[config.mk]
export PLATFORM = sky130hd
export DESIGN_NAME = lft_fault_tone_ctrl
export DESIGN_NICKNAME = d
export VERILOG_FILES = /design/src/hw/lft_pkg.sv /design/src/hw/lft_tone_detect.sv /design/src/hw/lft_fault_tone_ctrl.sv
export SDC_FILE = /design/constraint.sdc
export NUM_CORES = 1
export LEC_CHECK = 0
export BUFFER_PORTS_ARGS = -buffer_cell sky130_fd_sc_hd__buf_2
export CORE_MARGIN = 1
export CORE_UTILIZATION = 35
export CTS_BUF_LIST = sky130_fd_sc_hd__clkbuf_8 sky130_fd_sc_hd__clkbuf_16
export DETAILED_ROUTE_END_ITERATION = 16
export PLACE_DENSITY_LB_ADDON = 0.08
export SETUP_SLACK_MARGIN = 0.15
export SYNTH_ARGS = -nofsm -noshare
export SYNTH_HDL_FRONTEND = slang
export SYNTH_SLANG_ARGS = --single-unit
[constraint.sdc]
create_clock -name MCLK -period 5.9 [get_ports MCLK]
set_input_delay 1.77 -clock MCLK [delete_from_list [all_inputs] [get_ports MCLK]]
set_output_delay 1.77 -clock MCLK [all_outputs]
set_load 0.01 [all_outputs]
[src/hw/lft_pkg.sv]
package lft_pkg;

   // ***********************************************************************
   // Clock and timing figures.
   // ***********************************************************************
   localparam int unsigned CLK_HZ       = 200_000_000;
   localparam int unsigned TONE_HZ      = 22_000;
   localparam int unsigned EXT_LOW_NS   = 42_000;
   localparam int unsigned RETRY_MS     = 1_000;
   // Half period of the internal tone, rounded down.
   localparam int unsigned TONE_HALF_CYC = CLK_HZ / (2 * TONE_HZ);
   // Least low time of the external tone before it counts as stopped, rounded up.
   localparam int unsigned EXT_LOW_CYC  = (EXT_LOW_NS * (CLK_HZ / 1_000_000) + 999) / 1000;
   localparam int unsigned RETRY_CYC    = RETRY_MS * (CLK_HZ / 1000);

   // ***********************************************************************
   // Register map, byte addresses, one 32-bit word each.
   // ***********************************************************************
   localparam logic [7:0] ADDR_CTRL   = 8'h00;
   localparam logic [7:0] ADDR_STATUS = 8'h04;

   localparam int unsigned CTRL_OUT_EN_BIT   = 0;
   localparam int unsigned CTRL_RESTART_BIT  = 1;
   localparam int unsigned CTRL_TSRC_BIT     = 2;
   localparam int unsigned CTRL_SINK_BIT     = 3;
   localparam int unsigned CTRL_EPF_DLY_LSB  = 4;
   localparam int unsigned CTRL_WIDTH        = 6;
   localparam logic [CTRL_WIDTH-1:0] CTRL_RESET = 6'h00;

   localparam int unsigned STAT_THERMAL_BIT  = 0;
   localparam int unsigned STAT_TONE_BIT     = 1;
   localparam int unsigned STAT_EPF_BIT      = 2;
   localparam int unsigned STAT_OT_LIVE_BIT  = 3;
   localparam int unsigned STAT_SHUT_BIT     = 4;

   // Control fields in register order, bit 0 last.
   typedef struct packed {
      logic [1:0] epf_release_delay;  // Bits 5:4, b1 then b0.
      logic       reverse_sink_sel;
      logic       tone_source_sel;
      logic       restart_mode_sel;
      logic       out_enable;
   } lft_ctrl_s;

   // Thermal protection states; run to latch flips one bit, run to hiccup two.
   typedef enum logic [1:0] {
      TH_RUN    = 2'h0,
      TH_LATCH  = 2'h1,
      TH_HICCUP = 2'h3
   } lft_therm_e;

endpackage

[src/hw/lft_tone_detect.sv]
`timescale 1ns/10ps
// Measures the period of the squared tone input between rising edges and
// reports a tone once one period falls inside the accept window.
module lft_tone_detect #(
   parameter int unsigned PER_MIN_TX = 8727,
   parameter int unsigned PER_MAX_TX = 9455,
   parameter int unsigned PER_MIN_RX = 8182,
   parameter int unsigned PER_MAX_RX = 10000
) (
   input  wire logic clk,
   input  wire logic rst,
   input  wire logic sense,
   input  wire logic transmit,
   output logic      detected,
   output logic      tone_out
);

   // ***********************************************************************
   // Elaboration checks.
   // ***********************************************************************
   if (PER_MIN_TX > PER_MAX_TX || PER_MIN_RX > PER_MAX_RX || PER_MAX_RX > 65534) begin : g_bad
      $error("Tone window parameters out of range.");
   end

   logic [15:0] per_cnt_ff;
   logic        sense_d_ff;
   logic        det_ff;
   logic        tone_ff;

   // Window selection: narrow while transmitting, wider while receiving.
   wire  [15:0] win_min  = transmit ? 16'(PER_MIN_TX) : 16'(PER_MIN_RX);
   wire  [15:0] win_max  = transmit ? 16'(PER_MAX_TX) : 16'(PER_MAX_RX);
   wire         rise     = sense & ~sense_d_ff;
   wire         in_win   = (per_cnt_ff >= win_min) && (per_cnt_ff <= win_max);
   wire         too_long = per_cnt_ff > win_max;

   // Period counter restarts on each rising edge and stops above the window.
   always_ff @(posedge clk or posedge rst) begin
      if (rst) begin
         per_cnt_ff <= 16'h0000;
         sense_d_ff <= 1'b0;
      end else begin
         sense_d_ff <= sense;
         if (rise) begin
            per_cnt_ff <= 16'h0001;
         end else if (!too_long) begin
            per_cnt_ff <= per_cnt_ff + 16'h0001;
         end
      end
   end

   // One good period sets the flag at the second edge, within 1.5 cycles.
   always_ff @(posedge clk or posedge rst) begin
      if (rst) begin
         det_ff  <= 1'b0;
         tone_ff <= 1'b0;
      end else begin
         if (rise) begin
            det_ff <= in_win;
         end else if (too_long) begin
            det_ff <= 1'b0;
         end
         tone_ff <= det_ff & sense;
      end
   end

   assign detected = det_ff;
   assign tone_out = tone_ff;

endmodule

[src/hw/lft_fault_tone_ctrl.sv]
`timescale 1ns/10ps
// How it works
// - Over-temperature turns off channel output and boost until cooled below 145 C.
// - Auto-restart mode retries once per second; succeeds only if cooled.
// - Hiccup cycle repeats while hot, then normal operation resumes.
// - Latched mode keeps the output off after a thermal trip, no retry.
// - Latched mode: host bus write once cooled re-enables; device stays off until then.
// - Thermal trip pulls interrupt low; any bus read releases it.
// - Latched mode: read clears thermal flag only once cooled.
// - Auto mode: thermal flag clears when the output restarts.
// - Sleep pin low turns outputs off and resets control to defaults.
// - Reverse-sink select limits back-feed below 10 mA, else 25 mA pull-down.
// - Active tone raises pull-down to about 60 mA.
// - Internal source: 22 kHz tone gated by the tone gate pin.
// - External source: host supplies 22 kHz on the gate pin, reproduced.
// - External source: output returns to reference after 42 us low.
// - Detected tone on open-drain output; present flag set while tone.
// - Detector reports new tone within about 1.5 cycles.
// - Tight threshold and window while the tone gate pin is high, looser while it is low.
// - Early power fail sets its flag and pulls interrupt low.
// - After recovery the flag clears once the selected delay elapses.
// - Every control bit resets to 0.
module lft_fault_tone_ctrl #(
   parameter int unsigned RETRY_CYCLES  = lft_pkg::RETRY_CYC,
   parameter int unsigned EXT_LOW_CYCLES = lft_pkg::EXT_LOW_CYC,
   parameter int unsigned TONE_HALF     = lft_pkg::TONE_HALF_CYC,
   parameter int unsigned EPF_DLY0      = 1,
   parameter int unsigned EPF_DLY1      = 2_000_000,
   parameter int unsigned EPF_DLY2      = 4_000_000,
   parameter int unsigned EPF_DLY3      = 8_000_000,
   parameter int unsigned PER_MIN_TX    = 8727,
   parameter int unsigned PER_MAX_TX    = 9455,
   parameter int unsigned PER_MIN_RX    = 8182,
   parameter int unsigned PER_MAX_RX    = 10000
) (
   input  wire logic        MCLK,
   input  wire logic        RST,
   input  wire logic        PSEL,
   input  wire logic        PENABLE,
   input  wire logic        PWRITE,
   input  wire logic [7:0]  PADDR,
   input  wire logic [31:0] PWDATA,
   output logic      [31:0] PRDATA,
   output logic             PREADY,
   output logic             PSLVERR,
   input  wire logic        OVER_TEMP,
   input  wire logic        SLEEP_N,
   input  wire logic        TONE_GATE_PIN,
   input  wire logic        TONE_SENSE_IN,
   input  wire logic        EARLY_POWER_FAIL_CMP,
   output logic             CHANNEL_OUTPUT_EN,
   output logic             BOOST_NODE_EN,
   output logic             TONE_DRIVE,
   output logic             PULLDOWN_HIGH,
   output logic             REVERSE_SINK_LIMIT,
   output logic             DETECT_THRESH_HIGH,
   output logic             TONE_DETECT_OUT_O,
   output logic             TONE_DETECT_OUT_OE_N,
   output logic             IRQ_N
);

   // ***********************************************************************
   // Elaboration checks.
   // ***********************************************************************
   if (RETRY_CYCLES < 2 || EXT_LOW_CYCLES - 1 > 65534 || TONE_HALF - 1 > 65535 || EPF_DLY0 < 1) begin : g_bad
      $error("Timing parameters must be at least one cycle.");
   end

   // ***********************************************************************
   // Pin synchronisers.
   // ***********************************************************************
   logic [4:0] sync1_ff;
   logic [4:0] sync2_ff;
   wire  [4:0] pins_raw = {EARLY_POWER_FAIL_CMP, TONE_SENSE_IN, TONE_GATE_PIN, SLEEP_N, OVER_TEMP};

   // Two flops per pin; the first stage feeds only the second.
   always_ff @(posedge MCLK or posedge RST) begin
      if (RST) begin
         sync1_ff <= 5'h00;
         sync2_ff <= 5'h00;
      end else begin
         sync1_ff <= pins_raw;
         sync2_ff <= sync1_ff;
      end
   end

   wire ot_s    = sync2_ff[0];
   wire awake_s = sync2_ff[1];
   wire gate_s  = sync2_ff[2];
   wire sense_s = sync2_ff[3];
   wire epf_s   = sync2_ff[4];

   // ***********************************************************************
   // APB slave.
   // ***********************************************************************
   lft_pkg::lft_ctrl_s ctrl_ff;
   logic [31:0]        rdata_ff;
   logic               err_ff;

   wire setup      = PSEL & ~PENABLE;
   wire access     = PSEL & PENABLE;
   wire hit_ctrl   = PADDR == lft_pkg::ADDR_CTRL;
   wire hit_status = PADDR == lft_pkg::ADDR_STATUS;
   wire mapped     = hit_ctrl | hit_status;
   wire wr_any     = access & PWRITE;
   wire wr_ctrl    = wr_any & hit_ctrl;
   wire rd_any     = access & ~PWRITE;
   wire rd_status  = rd_any & hit_status;

   assign PREADY  = 1'b1;
   assign PRDATA  = rdata_ff;
   assign PSLVERR = access & err_ff;

   // Status word seen by software.
   logic       thermal_fault_ff;
   logic       early_power_fail_ff;
   logic       tone_present_flag;
   lft_pkg::lft_therm_e therm_ff;
   logic [31:0] status_word;

   always_comb begin
      status_word                                = 32'h0000_0000;
      status_word[lft_pkg::STAT_THERMAL_BIT]     = thermal_fault_ff;
      status_word[lft_pkg::STAT_TONE_BIT]        = tone_present_flag;
      status_word[lft_pkg::STAT_EPF_BIT]         = early_power_fail_ff;
      status_word[lft_pkg::STAT_OT_LIVE_BIT]     = ot_s;
      status_word[lft_pkg::STAT_SHUT_BIT]        = therm_ff != lft_pkg::TH_RUN;
   end

   wire [31:0] ctrl_word = {{(32 - lft_pkg::CTRL_WIDTH){1'b0}}, ctrl_ff};
   wire [31:0] nxt_rdata = hit_ctrl ? ctrl_word : (hit_status ? status_word : 32'h0000_0000);

   // Read data and error are captured in the setup cycle.
   always_ff @(posedge MCLK or posedge RST) begin
      if (RST) begin
         rdata_ff <= 32'h0000_0000;
         err_ff   <= 1'b0;
      end else if (setup) begin
         rdata_ff <= PWRITE ? 32'h0000_0000 : nxt_rdata;
         err_ff   <= ~mapped;
      end
   end

   // Control register; sleep returns it to defaults.
   always_ff @(posedge MCLK or posedge RST) begin
      if (RST) begin
         ctrl_ff <= lft_pkg::CTRL_RESET;
      end else if (!awake_s) begin
         ctrl_ff <= lft_pkg::CTRL_RESET;
      end else if (wr_ctrl) begin
         ctrl_ff <= PWDATA[lft_pkg::CTRL_WIDTH-1:0];
      end
   end

   // ***********************************************************************
   // Thermal protection.
   // ***********************************************************************
   logic [31:0]         retry_cnt_ff;
   lft_pkg::lft_therm_e nxt_therm;
   logic                restart_ok;
   logic                trip;

   wire retry_due = retry_cnt_ff == 32'(RETRY_CYCLES - 1);

   // State transitions for trip, retry and latched re-enable.
   always_comb begin
      nxt_therm  = therm_ff;
      restart_ok = 1'b0;
      trip       = 1'b0;
      unique case (therm_ff)
         lft_pkg::TH_RUN: begin
            if (ot_s) begin
               trip      = 1'b1;
               nxt_therm = ctrl_ff.restart_mode_sel ? lft_pkg::TH_HICCUP : lft_pkg::TH_LATCH;
            end
         end
         lft_pkg::TH_LATCH: begin
            if (wr_any && !ot_s) begin
               nxt_therm = lft_pkg::TH_RUN;
            end
         end
         lft_pkg::TH_HICCUP: begin
            if (retry_due && !ot_s) begin
               nxt_therm  = lft_pkg::TH_RUN;
               restart_ok = 1'b1;
            end
         end
         default: nxt_therm = lft_pkg::TH_RUN;
      endcase
   end

   always_ff @(posedge MCLK or posedge RST) begin
      if (RST) begin
         therm_ff <= lft_pkg::TH_RUN;
      end else if (!awake_s) begin
         therm_ff <= lft_pkg::TH_RUN;
      end else begin
         therm_ff <= nxt_therm;
      end
   end

   // One-second retry counter, restarted at shutdown and after each retry.
   always_ff @(posedge MCLK or posedge RST) begin
      if (RST) begin
         retry_cnt_ff <= 32'h0000_0000;
      end else if (therm_ff != lft_pkg::TH_HICCUP || retry_due) begin
         retry_cnt_ff <= 32'h0000_0000;
      end else begin
         retry_cnt_ff <= retry_cnt_ff + 32'h0000_0001;
      end
   end

   // Thermal flag: trip sets and wins over any clear in the same cycle.
   wire therm_clr = restart_ok
                  | (rd_status & ~ctrl_ff.restart_mode_sel & ~ot_s);

   always_ff @(posedge MCLK or posedge RST) begin
      if (RST) begin
         thermal_fault_ff <= 1'b0;
      end else if (trip) begin
         thermal_fault_ff <= 1'b1;
      end else if (therm_clr) begin
         thermal_fault_ff <= 1'b0;
      end
   end

   // ***********************************************************************
   // Early power fail.
   // ***********************************************************************
   logic [31:0] epf_cnt_ff;
   logic        epf_d_ff;
   logic [31:0] epf_dly;

   // Release delay chosen by the two-bit field.
   always_comb begin
      unique case (ctrl_ff.epf_release_delay)
         2'h0: epf_dly = 32'(EPF_DLY0);
         2'h1: epf_dly = 32'(EPF_DLY1);
         2'h2: epf_dly = 32'(EPF_DLY2);
         2'h3: epf_dly = 32'(EPF_DLY3);
      endcase
   end

   wire epf_rise = epf_s & ~epf_d_ff;
   wire epf_done = ~epf_s & (epf_cnt_ff >= epf_dly - 32'h0000_0001);

   // Flag sets while the comparator is high, counts the release delay after recovery.
   always_ff @(posedge MCLK or posedge RST) begin
      if (RST) begin
         early_power_fail_ff <= 1'b0;
         epf_cnt_ff          <= 32'h0000_0000;
         epf_d_ff            <= 1'b0;
      end else begin
         epf_d_ff <= epf_s;
         if (epf_s) begin
            early_power_fail_ff <= 1'b1;
            epf_cnt_ff          <= 32'h0000_0000;
         end else if (early_power_fail_ff) begin
            if (epf_done) begin
               early_power_fail_ff <= 1'b0;
               epf_cnt_ff          <= 32'h0000_0000;
            end else begin
               epf_cnt_ff <= epf_cnt_ff + 32'h0000_0001;
            end
         end
      end
   end

   // ***********************************************************************
   // Interrupt.
   // ***********************************************************************
   logic irq_ff;

   // Events set the request; any read releases it, a new event wins.
   always_ff @(posedge MCLK or posedge RST) begin
      if (RST) begin
         irq_ff <= 1'b0;
      end else if (trip || epf_rise) begin
         irq_ff <= 1'b1;
      end else if (rd_any) begin
         irq_ff <= 1'b0;
      end
   end

   assign IRQ_N = ~irq_ff;

   // ***********************************************************************
   // Tone generation.
   // ***********************************************************************
   logic [15:0] half_cnt_ff;
   logic        tone_sq_ff;
   logic [15:0] low_cnt_ff;
   logic        ext_active_ff;

   wire half_due = half_cnt_ff == 16'(TONE_HALF - 1);
   wire low_due  = low_cnt_ff >= 16'(EXT_LOW_CYCLES);

   // Free-running internal 22 kHz square wave.
   always_ff @(posedge MCLK or posedge RST) begin
      if (RST) begin
         half_cnt_ff <= 16'h0000;
         tone_sq_ff  <= 1'b0;
      end else if (half_due) begin
         half_cnt_ff <= 16'h0000;
         tone_sq_ff  <= ~tone_sq_ff;
      end else begin
         half_cnt_ff <= half_cnt_ff + 16'h0001;
      end
   end

   // External tone stays active until the gate pin has been low 42 us.
   always_ff @(posedge MCLK or posedge RST) begin
      if (RST) begin
         low_cnt_ff    <= 16'h0000;
         ext_active_ff <= 1'b0;
      end else if (gate_s) begin
         low_cnt_ff    <= 16'h0000;
         ext_active_ff <= 1'b1;
      end else if (low_due) begin
         ext_active_ff <= 1'b0;
      end else begin
         low_cnt_ff <= low_cnt_ff + 16'h0001;
      end
   end

   wire out_on      = awake_s & ctrl_ff.out_enable & (therm_ff == lft_pkg::TH_RUN);
   wire tone_active = ctrl_ff.tone_source_sel ? ext_active_ff : gate_s;
   wire nxt_drive   = ctrl_ff.tone_source_sel ? gate_s : (gate_s & tone_sq_ff);

   // ***********************************************************************
   // Tone detection.
   // ***********************************************************************
   logic det_tone;

   lft_tone_detect #(
      .PER_MIN_TX (PER_MIN_TX),
      .PER_MAX_TX (PER_MAX_TX),
      .PER_MIN_RX (PER_MIN_RX),
      .PER_MAX_RX (PER_MAX_RX)
   ) u_detect (
      .clk      (MCLK),
      .rst      (RST),
      .sense    (sense_s),
      .transmit (gate_s),
      .detected (tone_present_flag),
      .tone_out (det_tone)
   );

   // ***********************************************************************
   // Registered pin outputs.
   // ***********************************************************************
   logic [6:0] pins_ff;

   always_ff @(posedge MCLK or posedge RST) begin
      if (RST) begin
         pins_ff <= 7'h00;
      end else begin
         pins_ff[0] <= out_on;
         pins_ff[1] <= awake_s & (therm_ff == lft_pkg::TH_RUN);
         pins_ff[2] <= out_on & nxt_drive;
         pins_ff[3] <= out_on & tone_active;
         pins_ff[4] <= ctrl_ff.reverse_sink_sel;
         pins_ff[5] <= gate_s;
         pins_ff[6] <= det_tone;
      end
   end

   assign CHANNEL_OUTPUT_EN    = pins_ff[0];
   assign BOOST_NODE_EN        = pins_ff[1];
   assign TONE_DRIVE           = pins_ff[2];
   assign PULLDOWN_HIGH        = pins_ff[3];
   assign REVERSE_SINK_LIMIT   = pins_ff[4];
   assign DETECT_THRESH_HIGH   = pins_ff[5];
   // Open drain: drive low while the detected tone is low.
   assign TONE_DETECT_OUT_O    = 1'b0;
   assign TONE_DETECT_OUT_OE_N = pins_ff[6];

endmodule

==> flow_summary_export.csv <==
group,metric,value,unit
global_routing,grt_max_degree,154,
timing,min_period_over_period,67.71,%
die,core_area,22710,um2
worst_setup_path,worstPathMaxFanout,4,
die,io_pins,93,
min_path,min_path_type,"flip-flop to flip-flop",
timing,setup_violations,0,
timing,hold_ws,349.4,ps
clock_network,cts_setup_buffers,0,
worst_setup_path,cp-start-kind,"input port",
power,combPwrFrac,6.8,%
layout,final_common_cell,"dfrtp_1",
die,die_y,154.6,um
clock_network,numCtsBuffers,17,
die,die_x,154.6,um
layout,fin_nets,967,
timing,fmax,250.3,MHz
global_routing,grt_pass1_wl,28720,um
min_path,min_path_cells,0,
timing,finClkSkew,6.649,ps
layout,num_antenna_cells,0,
clock_network,insertion_delay,420,ps
power,clockPowerShare,45.5,%
clock_network,cts.reportedPaths.clkPinSlew,60,ps
synthesis,synthTopCellsByArea,"dfrtp_1 (47%), ha_1 (8.6%), xor2_1 (4.8%), nor2_1 (4.4%), xnor2_1 (3.9%)",
detailed_routing,avgRoutedWirePerCell,14.42,um
timing,hold_viol_final,0,
detailed_routing,vias,5670,
detailed_routing,drc_errors,0,
clock_network,tritoncts,"yes",
clock_network,ctsHoldBuffers,0,
power,ir_drop,183.2,uV
global_routing,gr-usage-all-layers,15.17,%
global_routing,antenna_found_initial,0,
worst_setup_path,worstPathArrival,2220,ps
global_routing,grt_pass1_vias,5630,
die,rows,55,
worst_setup_path,cp-end-kind,"primary output",
detailed_routing,routed_via_density,4.901,
power,powerDensity,253.7,nW/um2
layout,final_cell_mix,"dfrtp_1 (153), nor2_1 (95), nand2_1 (61)",
placement,post-dp-hpwl,11660,um
layout,area_growth,11.83,%
worst_setup_path,reg2reg_depth,12,
detailed_routing,ant_nets,0,
timing,relSlewSlack,26.54,%
timing,min_period,3995,ps
power,pwr-share-seq,47.7,%
detailed_routing,drtIter0Drc,278,
synthesis,synth_top_area_share,46.95,%
synthesis,netlist_area,8154,um2
clock_network,ctsResizeCount,0,
global_routing,overflow,0,
timing,tightest_slew,1100,ps
power,p_leak,4.192,nW
run_status,outcome,"finished clean",
placement,gp_congestion,0.7909,
die,die-area,23910,um2
synthesis,yosys.area.top_type,"dfrtp_1",
detailed_routing,wl,16690,um
power,p_int,1.745,mW
power,p_total,2.313,mW
power,switching_share,24.55,%
placement,port_buffers,38,
synthesis,post_synth.cell_area_avg,10.00,um2
timing,grt_setup_unrepaired,"no",
layout,fill_cells,2229,
synthesis,synth_ff_type,"dfrtp_1",
synthesis,yosysWarnings,0,
timing,final_max_slew_viol_count,0,
worst_setup_path,required,4130,ps
clock_network,htree_num_levels,4,
synthesis,ys_seq_area_share,46.95,%
die,floorplan.initialDensity,35.91,%
synthesis,syn_inst,815,
clock_network,clock_sinks,153,
synthesis,yosysUniqueCellTypes,60,
run,maxCapViolations,0,
synthesis,ys_async_sr_fraction,100.0,%
clock_network,cts_buffer_depth,2,
synthesis,synth-seq-cells,153,
power,p_switching,0.5678,mW
detailed_routing,firstDrtPassIters,4,
synthesis,synth_edf_count,0,
layout,layout-drive-gt1-share,10.44,%
timing,setup-tns-final,0,ps
worst_setup_path,critPathKind,"input port to primary output",
clock_network,cts_root_buf,"clkbuf_16",
final cells by class:
class,instances,area [um2],area share [%]
clock buffers,17,425.4,4.665
clock inverters,13,132.6,1.454
inverters,30,116.4,1.276
multi-input cells,617,4026,44.15
flip-flops and latches,153,3829,41.99
well taps,285,356.6,3.911
repair buffers,42,232.7,2.552
metal layers:
metal	global-route usage [%]	vias to the layer above	part of all wire, %
met3	2.970	11	2.7
li1	-	2826	-
met1	20.48	2745	49
met4	4.149	0	0.95
met2	24.76	88	48
met5	0	-	0
path summary, 6_finish.rpt:
path / slack, ps / start / end
max reg2reg: 2070 / ctrl_ff[5]$_DFFE_PP0P_ / epf_cnt_ff[18]$_DFFE_PP0P_
min in group asynchronous: 1590 / RST / low_cnt_ff[8]$_DFFE_PP0P_
max in group asynchronous: 3710 / RST / retry_cnt_ff[9]$_DFF_PP0_
min: 350 / u_detect.tone_out$_DFF_PP0_ / pins_ff[6]$_DFF_PP0_
min reg2reg: 350 / u_detect.tone_out$_DFF_PP0_ / pins_ff[6]$_DFF_PP0_
max: 1910 / PENABLE / PSLVERR
power groups by stage:
stage / Clock, mW / Combinational, mW / Sequential, mW
finish: 1.05 / 0.157 / 1.10
global route: 1.13 / 0.182 / 1.11
CTS: 1.09 / 0.163 / 1.10
detailed placement: 0 / 0.162 / 1.12
global placement: 0 / 0.154 / 1.12
floorplan: 0 / 0.132 / 1.11
cell families (layout without fill, tap and decap cells):
logic type | after synthesis | count (layout) | synth area share, %
muxes | 14 | 14 | 1.749
other | 2 | 31 | 0.09210
adders and majority gates | 56 | 56 | 8.593
and+or+nand+nor | 348 | 348 | 22.22
xor gates and xnor gates | 81 | 81 | 8.700
DFF | 153 | 153 | 46.95
AOI/OAI and AO/OA | 87 | 87 | 6.690
buffers and inverters | 74 | 102 | 5.002
state kept, by name, indices dropped and copies added, names as in the netlist, 5 cells and up:
name / flops
epf_cnt_ff: 32
retry_cnt_ff: 32
half_cnt_ff: 16
low_cnt_ff: 16
u_detect.per_cnt_ff: 16
pins_ff: 7
PRDATA: 6
ctrl_ff: 6
sync1_ff: 5
sync2_ff: 5
synth_stat cells, drive strengths merged (17+ instances only):
cell type / n
nand2: 61
dfrtp: 153
xor2: 45
and3: 20
buf: 31
xnor2: 36
a21oi: 26
inv: 30
ha: 56
o21ai: 26
nand3: 54
nor2b: 17
nor2: 105
nand4: 20
critical path, stage by stage:
cell,delay (ps)
buf_2,110
and3_1,190
buf_2,150
metrics by stage:
step | std cells | util [%] | area, um2 | setup WS, ps
after floorplan | 844 | - | 8267 | 2180
after global placement | 1127 | 37.70 | 8561 | 1878
after detailed placement | 1127 | 37.70 | 8561 | 1892
after CTS | 1157 | 40.15 | 9119 | 1891
after global routing | 1157 | 40.15 | 9119 | 1740
final | 1157 | 40.15 | 9119 | 1905
Note: power is estimated with default switching activity, not from simulation.
